<file path="src/ptt_pkg.sv">
// Constants for the periodic tick timer: register offsets, field positions, reset values.
// Assumes a 32-bit word-wide private peripheral register port inside the core.
package ptt_pkg;

	// ============================================================
	// Register map
	localparam logic [11:0] PTT_BASE_OFFSET    = 12'h000;
	localparam logic [11:0] PTT_OFF_CTRL       = 12'h010;
	localparam logic [11:0] PTT_OFF_RELOAD     = 12'h014;
	localparam logic [11:0] PTT_OFF_CURRENT    = 12'h018;
	localparam logic [11:0] PTT_OFF_CALIB      = 12'h01C;

	// ============================================================
	// Field layout
	localparam int          PTT_CNT_W          = 24;
	localparam int          PTT_BIT_ENABLE     = 0;
	localparam int          PTT_BIT_IRQ_EN     = 1;
	localparam int          PTT_BIT_CLK_SEL    = 2;
	localparam int          PTT_BIT_ZERO_FLAG  = 16;
	localparam int          PTT_BIT_SKEW       = 30;
	localparam int          PTT_BIT_EXTERNAL_CLOCK_ABSENT      = 31;

	// ============================================================
	// Reset values and counter constants
	localparam logic [23:0] PTT_CNT_RESET      = 24'h000000;
	localparam logic [23:0] PTT_CALIB_RESET    = 24'h000004;
	localparam logic [23:0] PTT_CNT_ZERO       = 24'h000000;
	localparam logic [23:0] PTT_CNT_ONE        = 24'h000001;

endpackage

</file>
<file path="src/ptt_timer.sv">
// Periodic tick timer: 24-bit down counter with control, reload, current and calibration
// registers. Assumes a simple word bus: one-cycle read and write strobes, synchronous data.
//
// What this block does
// - The counter runs only while the enable bit 0 is one and holds otherwise.
// - With interrupt enable bit 1 set, reaching zero raises the tick interrupt.
// - Clock select bit 2 picks the full clock at one and the clock halved at zero.
// - Status bit 16 shows a zero was reached since the last control read, which clears it.
// - On the tick after reaching zero the counter reloads from the 24-bit reload field.
// - A current-value read returns the present 24-bit count.
// - Any current-value write clears the counter and the zero-reached flag.
// - The calibration register reads the externally supplied setting; the count resets to 0x0.
// - The four registers sit at base plus offsets from 0x010.
`timescale 1ns/1ps

module ptt_timer
(
	input  wire logic        clk_sys,
	input  wire logic        rst_b,
	input  wire logic [11:0] bus_addr,
	input  wire logic        bus_wr,
	input  wire logic        bus_rd,
	input  wire logic [31:0] bus_wdata,
	output logic      [31:0] bus_rdata,
	input  wire logic [23:0] system_calibration_source,
	input  wire logic        calib_skew,
	input  wire logic        external_clock_absent,
	output logic             tick_irq
);

	// ============================================================
	// Address decode
	logic        sel_ctrl;
	logic        sel_reload;
	logic        sel_current;
	logic        sel_calib;
	logic [11:0] rel_addr;

	assign rel_addr    = bus_addr - ptt_pkg::PTT_BASE_OFFSET;
	assign sel_ctrl    = (rel_addr == ptt_pkg::PTT_OFF_CTRL);
	assign sel_reload  = (rel_addr == ptt_pkg::PTT_OFF_RELOAD);
	assign sel_current = (rel_addr == ptt_pkg::PTT_OFF_CURRENT);
	assign sel_calib   = (rel_addr == ptt_pkg::PTT_OFF_CALIB);

	// ============================================================
	// State
	logic        enable_reg;
	logic        tick_irq_enable_reg;
	logic        tick_clock_select_reg;
	logic        zero_reached_flag_reg;
	logic [23:0] reload_reg;
	logic [23:0] count_reg;
	logic [23:0] count_next;
	logic        half_reg;
	logic        irq_reg;
	logic        tick_en;
	logic        zero_event;
	logic        cur_write;
	logic        ctrl_read;

	assign cur_write = bus_wr & sel_current;
	assign ctrl_read = bus_rd & sel_ctrl;

	// ============================================================
	// Tick enable: full rate or every second cycle.
	always_ff @(posedge clk_sys or negedge rst_b)
	begin
		if (!rst_b)
			half_reg <= 1'b0;
		else
			half_reg <= ~half_reg;
	end

	assign tick_en = enable_reg & (tick_clock_select_reg | half_reg);

	// A tick while the count sits at one lands on zero; that is the counted-to-zero event.
	assign zero_event = tick_en & ~cur_write & (count_reg == ptt_pkg::PTT_CNT_ONE);

	// A write to the current value wins over a tick in the same cycle.
	assign count_next = cur_write ? ptt_pkg::PTT_CNT_ZERO :
		!tick_en ? count_reg :
		(count_reg == ptt_pkg::PTT_CNT_ZERO) ? reload_reg :
		count_reg - ptt_pkg::PTT_CNT_ONE;

	// ============================================================
	// Registers
	always_ff @(posedge clk_sys or negedge rst_b)
	begin
		if (!rst_b)
		begin
			enable_reg            <= 1'b0;
			tick_irq_enable_reg   <= 1'b0;
			tick_clock_select_reg <= 1'b0;
			reload_reg            <= ptt_pkg::PTT_CNT_RESET;
			count_reg             <= ptt_pkg::PTT_CNT_RESET;
		end
		else
		begin
			if (bus_wr & sel_ctrl)
			begin
				enable_reg            <= bus_wdata[ptt_pkg::PTT_BIT_ENABLE];
				tick_irq_enable_reg   <= bus_wdata[ptt_pkg::PTT_BIT_IRQ_EN];
				tick_clock_select_reg <= bus_wdata[ptt_pkg::PTT_BIT_CLK_SEL];
			end
			if (bus_wr & sel_reload)
				reload_reg <= bus_wdata[23:0];
			count_reg <= count_next;
		end
	end

	// Flag: a new zero event wins over a control read that clears it; a current-value write wins over the event.
	always_ff @(posedge clk_sys or negedge rst_b)
	begin
		if (!rst_b)
			zero_reached_flag_reg <= 1'b0;
		else if (zero_event)
			zero_reached_flag_reg <= 1'b1;
		else if (ctrl_read | cur_write)
			zero_reached_flag_reg <= 1'b0;
	end

	// Interrupt is a one-cycle request pulse per zero event while interrupt enable bit 1 is set.
	always_ff @(posedge clk_sys or negedge rst_b)
	begin
		if (!rst_b)
			irq_reg <= 1'b0;
		else
			irq_reg <= zero_event & tick_irq_enable_reg;
	end

	assign tick_irq = irq_reg;

	// ============================================================
	// Read data, registered; reserved bits read as zero.
	logic [31:0] ctrl_word;
	logic [31:0] calib_word;
	logic [31:0] rdata_next;

	assign ctrl_word = {15'h0000, zero_reached_flag_reg, 13'h0000,
		tick_clock_select_reg, tick_irq_enable_reg, enable_reg};
	assign calib_word = {external_clock_absent, calib_skew, 6'h00,
		system_calibration_source};
	assign rdata_next = !bus_rd ? bus_rdata :
		sel_ctrl    ? ctrl_word :
		sel_reload  ? {8'h00, reload_reg} :
		sel_current ? {8'h00, count_reg} :
		sel_calib   ? calib_word :
		32'h00000000;

	always_ff @(posedge clk_sys or negedge rst_b)
	begin
		if (!rst_b)
			bus_rdata <= 32'h00000000;
		else
			bus_rdata <= rdata_next;
	end

endmodule

</file>
<file path="config.mk">
export PLATFORM = sky130hd
export DESIGN_NAME = ptt_timer
export DESIGN_NICKNAME = d
export VERILOG_FILES = /design/src/ptt_pkg.sv /design/src/ptt_timer.sv
export SDC_FILE = /design/constraint.sdc
export NUM_CORES = 1
export LEC_CHECK = 0
export ABC_AREA = 0
export BUFFER_PORTS_ARGS = -buffer_cell sky130_fd_sc_hd__buf_2
export CORE_MARGIN = 2
export CORE_UTILIZATION = 40
export CTS_BUF_LIST = sky130_fd_sc_hd__clkbuf_4 sky130_fd_sc_hd__clkbuf_8 sky130_fd_sc_hd__clkbuf_16
export DETAILED_ROUTE_END_ITERATION = 8
export PLACE_DENSITY = 0.66
export SYNTH_ARGS = -nofsm -noshare
export SYNTH_HDL_FRONTEND = slang
export SYNTH_SLANG_ARGS = --single-unit
</file>
<file path="constraint.sdc">
create_clock -name clk_sys -period 2.3 [get_ports clk_sys]
set_input_delay 0.69 -clock clk_sys [delete_from_list [all_inputs] [get_ports clk_sys]]
set_output_delay 0.69 -clock clk_sys [all_outputs]
set_load 0.05 [all_outputs]
</file>
-- Word level (Yosys, flattened, before mapping)
Cells that the tools add are included.
- output and inout port bits: 33
- flip-flop bits (word level): 86
- reduce and logical (&&, ||, !) cells: 3
- muxes and demuxes: 9
- bitwise gates (word level): 12
- eq/ne operators: 5
- $add $sub $neg: 1
- operators by type and width (cell ; count):
    $mux 32 ; 4
    $mux 24 ; 3
    $eq 12x5->1 const B ; 4
    $eq 24x1->1 const B ; 1
    $logic_not 24->1 ; 1
    $sub 24x1->24 const B ; 1
    $and 1x1->1 ; 8
    $reduce_bool 2->1 ; 2
    $mux 1 ; 2
    $not 1->1 ; 2
    $or 1x1->1 ; 2

-- Longest topological paths before layout
- depth after elaboration: 6
- gate-level depth with buffers: 8
- depth with buffers taken out: 7

-- Worst setup path before layout
OpenSTA, ideal clock, no wires.
- path kind: input to register
- start point: input bus_addr[9]
- end point: register reload_reg[0]
- library setup time: 125 ps
- data arrival time: 2255 ps
- stages: 5
- path slack: -80 ps
- cells stage by stage: or4_4 nor3_4 nand4b_4 buf_6 mux2_4
- word-level cells in the longest chain between the ends: 2
- ends and longest elaborated chain (what ; RTL line ; RTL):
    start, declared ; ptt_timer.sv:20 ; input wire logic [11:0] bus_addr,
    $eq 12x5->1 ; ptt_timer.sv:41 ; assign sel_reload = (rel_addr == ptt_pkg::PTT_OFF_RELOAD);
    $and 1x1->1 ; ptt_timer.sv:105 ; if (bus_wr & sel_reload)
    end signal, assigned ; ptt_timer.sv:94 ; reload_reg <= ptt_pkg::PTT_CNT_RESET;
    end signal, assigned ; ptt_timer.sv:106 ; reload_reg <= bus_wdata[23:0];
    end, declared ; ptt_timer.sv:51 ; logic [23:0] reload_reg;
Every way passes these cells.
A chain may end at the register's enable or synchronous reset.

-- Final worst setup path
- start point: input bus_addr[5]
- end point: register count_reg[5]
- word-level cells in the longest chain between the ends: 3
- ends and longest elaborated chain (what ; RTL line ; RTL):
    $eq 12x5->1 (*) ; ptt_timer.sv:42 ; assign sel_current = (rel_addr == ptt_pkg::PTT_OFF_CURRENT);
    $and 1x1->1 (*) ; ptt_timer.sv:61 ; assign cur_write = bus_wr & sel_current;
    $mux 24 or $reduce_bool 2->1 (tied branches) ; -- ;
    end signal, assigned ; ptt_timer.sv:95 ; count_reg <= ptt_pkg::PTT_CNT_RESET;
    end signal, assigned ; ptt_timer.sv:107 ; count_reg <= count_next;
    end, declared ; ptt_timer.sv:52 ; logic [23:0] count_reg;
Every way passes the cells marked *; elsewhere a longest branch is shown, timed or not.

==> impl_metrics.csv <==
group,metric,value,unit
status,status,"finished clean",
clock_tree,cts_setup_buffers,0,
yosys,yosys_warnings,0,
yosys,synth_cell_types,58,
cells_and_area,final_cell_mix,"91 x buf_2, 80 x dfrtp_1, 46 x a21oi_1",
sta,fmax,452,MHz
clock_tree,clockBufferDepth,2,
clock_tree,cts_resized,0,
worst_setup_path,required,2530,ps
yosys,avgSynthCellArea,10.2,µm²
pwr,ir_drop,0.376,mV
place,placed_area,0.00526,mm²
drt,wire_per_inst,17.9,µm
drt,drt-initial-drc-count,337,
worst_setup_path,cp_max_fo,7,
clock_tree,cts-root-buf,"clkbuf_8",
worst_setup_path,arrival,2450,ps
global_routing,grt_max_degree,46,
clock_tree,cts.sinks,80,
global_routing,antenna_found_initial,0,
flow_run,cap_viol_max_count,0,
clock_tree,clk_latency,370,ps
yosys,yosysSeqAreaShare,0.453,
clock_tree,clkTransAtPathRegs,90,ps
sta,hold_viol,0,
sta,slew_violations,0,
clock_tree,htree_levels,3,
pwr,p_per_area,507,mW/mm²
sta,worst_hold_slack,140,ps
yosys,syn-cell-area,0.00442,mm²
sta,period_share,0.961,
yosys,synth_edf_count,0,
drt,drt_wl_total,12400,µm
yosys,async_reset_ff_frac,1.00,
cells_and_area,layout_commonest_cell,"buf_2",
sta,clock_skew,13.5,ps
floorplan,io_pins,107,
place,hpwlAfterDp,8900,µm
place,gp_congestion,0.906,
drt,ant_nets,0,
sta,setup_violations,0,
worst_setup_path,critPathCaptureType,"register",
worst_setup_path,cp-start-kind,"primary input",
global_routing,gr-total-overflow,0,
sta,rsz0062_at_grt,"false",
cells_and_area,fin_area,0.00545,mm²
clock_tree,cts_hold_buf,0,
clock_tree,tritoncts,"yes",
floorplan,coreArea,0.0108,mm²
cells_and_area,largest_reg_flops,26,
place,io_buffers,92,
cells_and_area,nets,623,
clock_tree,cts_made_buffers,9,
yosys,ys.flop_type,"dfrtp_1",
cells_and_area,drive_gt1_frac,0.358,
cells_and_area,final_core_util,0.505,
place,place_inst,675,
global_routing,grt_pass1_vias,3768,
drt,vias,3982,
drt,drc_errors,0,
global_routing,grt_usage,0.211,
floorplan,rows,38,
pwr,leakage,2.64,nW
floorplan,die_area,0.0119,mm²
floorplan,die_w,109,µm
cells_and_area,nFillCells,1007,
global_routing,grt_pass1_wl,19300,µm
yosys,syn_inst,435,
floorplan,die_h,109,µm
worst_hold_path,hold_path.class,"in2async",
drt,drt-vias-per-instance,5.76,
sta,min_period,2210,ps
cells_and_area,syn2layout_area_growth,23.3,%
worst_setup_path,path_class,"in2reg",
cells_and_area,diodes,0,
floorplan,start_util,0.410,
sta,relSlewSlack,0.539,
sta,worst_pin_slew,691,ps
yosys,synth-seq-cells,80,
drt,first_pass_iters,6,
cells_and_area,instances_no_fill,691,
-- report_power, final --
| group | leakage, nW | internal (mW) | switching, mW |
|---|---|---|---|
| logic | 1.49 | 0.129 | 0.256 |
| clock network | 0.0892 | 0.398 | 0.530 |
| registers | 1.06 | 1.44 | 0.0175 |
| total | 2.64 | 1.96 | 0.803 |
-- critical path: stages --
cell and delay [ps]:
buf_2 90, or4b_4 570, nor4_4 420, a21oi_2 210
o31ai_1 350, a21oi_1 110
-- worst paths after layout --
path                                     from       endpoint  slack (ps)  cells after the start
worst max register to register  count_reg[22]  count_reg[16]         200                      6
max in group asynchronous               rst_b   count_reg[5]        1590                      2
worst max-delay path              bus_addr[5]   count_reg[5]          90                      6
worst min-delay path                    rst_b  reload_reg[0]         140                      1
min in group clk_sys                 half_reg       half_reg         460                      1
worst min register to register       half_reg       half_reg         460                      1
-- cells by family (layout without fill, tap and decap cells) --
kind of cell	Yosys count	count (layout)	synth area share
other	1	6	0.000848
adder cells (fa/ha/maj)	3	3	0.00849
buffers and inverters	46	157	0.0523
multiplexers	33	33	0.111
AO/OA/AOI/OAI	154	154	0.225
AND/OR/NAND/NOR	118	118	0.150
flip-flops	80	80	0.453
-- Yosys cell counts, types with 2 or more instances --
| master | instances | area (µm²) |
|---|---|---|
| o31a_1 | 3 | 26.3 |
| ha_1 | 3 | 37.5 |
| a21oi_1 | 47 | 235 |
| mux2i_1 | 2 | 20.0 |
| buf_6 | 2 | 22.5 |
| nand2_1 | 21 | 78.8 |
| nand2b_1 | 3 | 18.8 |
| o31ai_1 | 9 | 67.6 |
| a22oi_1 | 21 | 158 |
| nor2_1 | 35 | 131 |
| a32oi_1 | 3 | 26.3 |
| and4_1 | 3 | 26.3 |
| o22ai_1 | 5 | 31.3 |
| inv_1 | 8 | 30.0 |
| nor3_1 | 8 | 40.0 |
| nand4_1 | 3 | 18.8 |
| a211oi_1 | 7 | 52.6 |
| buf_2 | 14 | 70.1 |
| or3_1 | 2 | 12.5 |
| nor3b_1 | 2 | 15.0 |
| nand3_1 | 11 | 55.1 |
| mux2_2 | 7 | 78.8 |
| mux4_2 | 4 | 90.1 |
| clkbuf_1 | 14 | 52.6 |
| o21a_1 | 2 | 15.0 |
| or4_4 | 2 | 22.5 |
| a2bb2oi_1 | 2 | 17.5 |
| nor4_1 | 13 | 81.3 |
| mux2_4 | 20 | 300 |
| o21ai_0 | 22 | 110 |
| dfrtp_1 | 80 | 2000 |
| a21o_1 | 22 | 165 |
| or4_1 | 2 | 15.0 |
| buf_4 | 7 | 52.6 |
| o211ai_1 | 3 | 22.5 |
-- metal layers --
| metal | up-vias | GRT usage | routed length [µm] |
|---|---|---|---|
| met5 | - | 0 | 0 |
| met4 | 0 | 0.0696 | 327 |
| met3 | 39 | 0.0466 | 1060 |
| met2 | 221 | 0.346 | 5850 |
| met1 | 1867 | 0.277 | 5120 |
| li1 | 1855 | - | - |
-- stage by stage --
stage          TNS [ps]  worst slack, ps  total power, mW
6_report              0             89.6             2.77
5_1_grt               0             1.37             2.89
4_1_cts               0             26.0             2.79
3_5_place_dp     -17190             -348             1.87
3_3_place_gp     -15690             -320             1.86
2_1_floorplan     -1600            -80.1             1.71
-- layout make-up --
class | instances | area [µm²] | area share
clock buffers | 10 | 131 | 0.0241
clock inverters | 6 | 36.3 | 0.00666
inverters | 8 | 30.0 | 0.00551
multi-input cells | 314 | 2240 | 0.411
flip-flops and latches | 80 | 2000 | 0.367
well taps | 140 | 175 | 0.0321
repair buffers | 133 | 837 | 0.154
(Power assumes the default switching activity.)
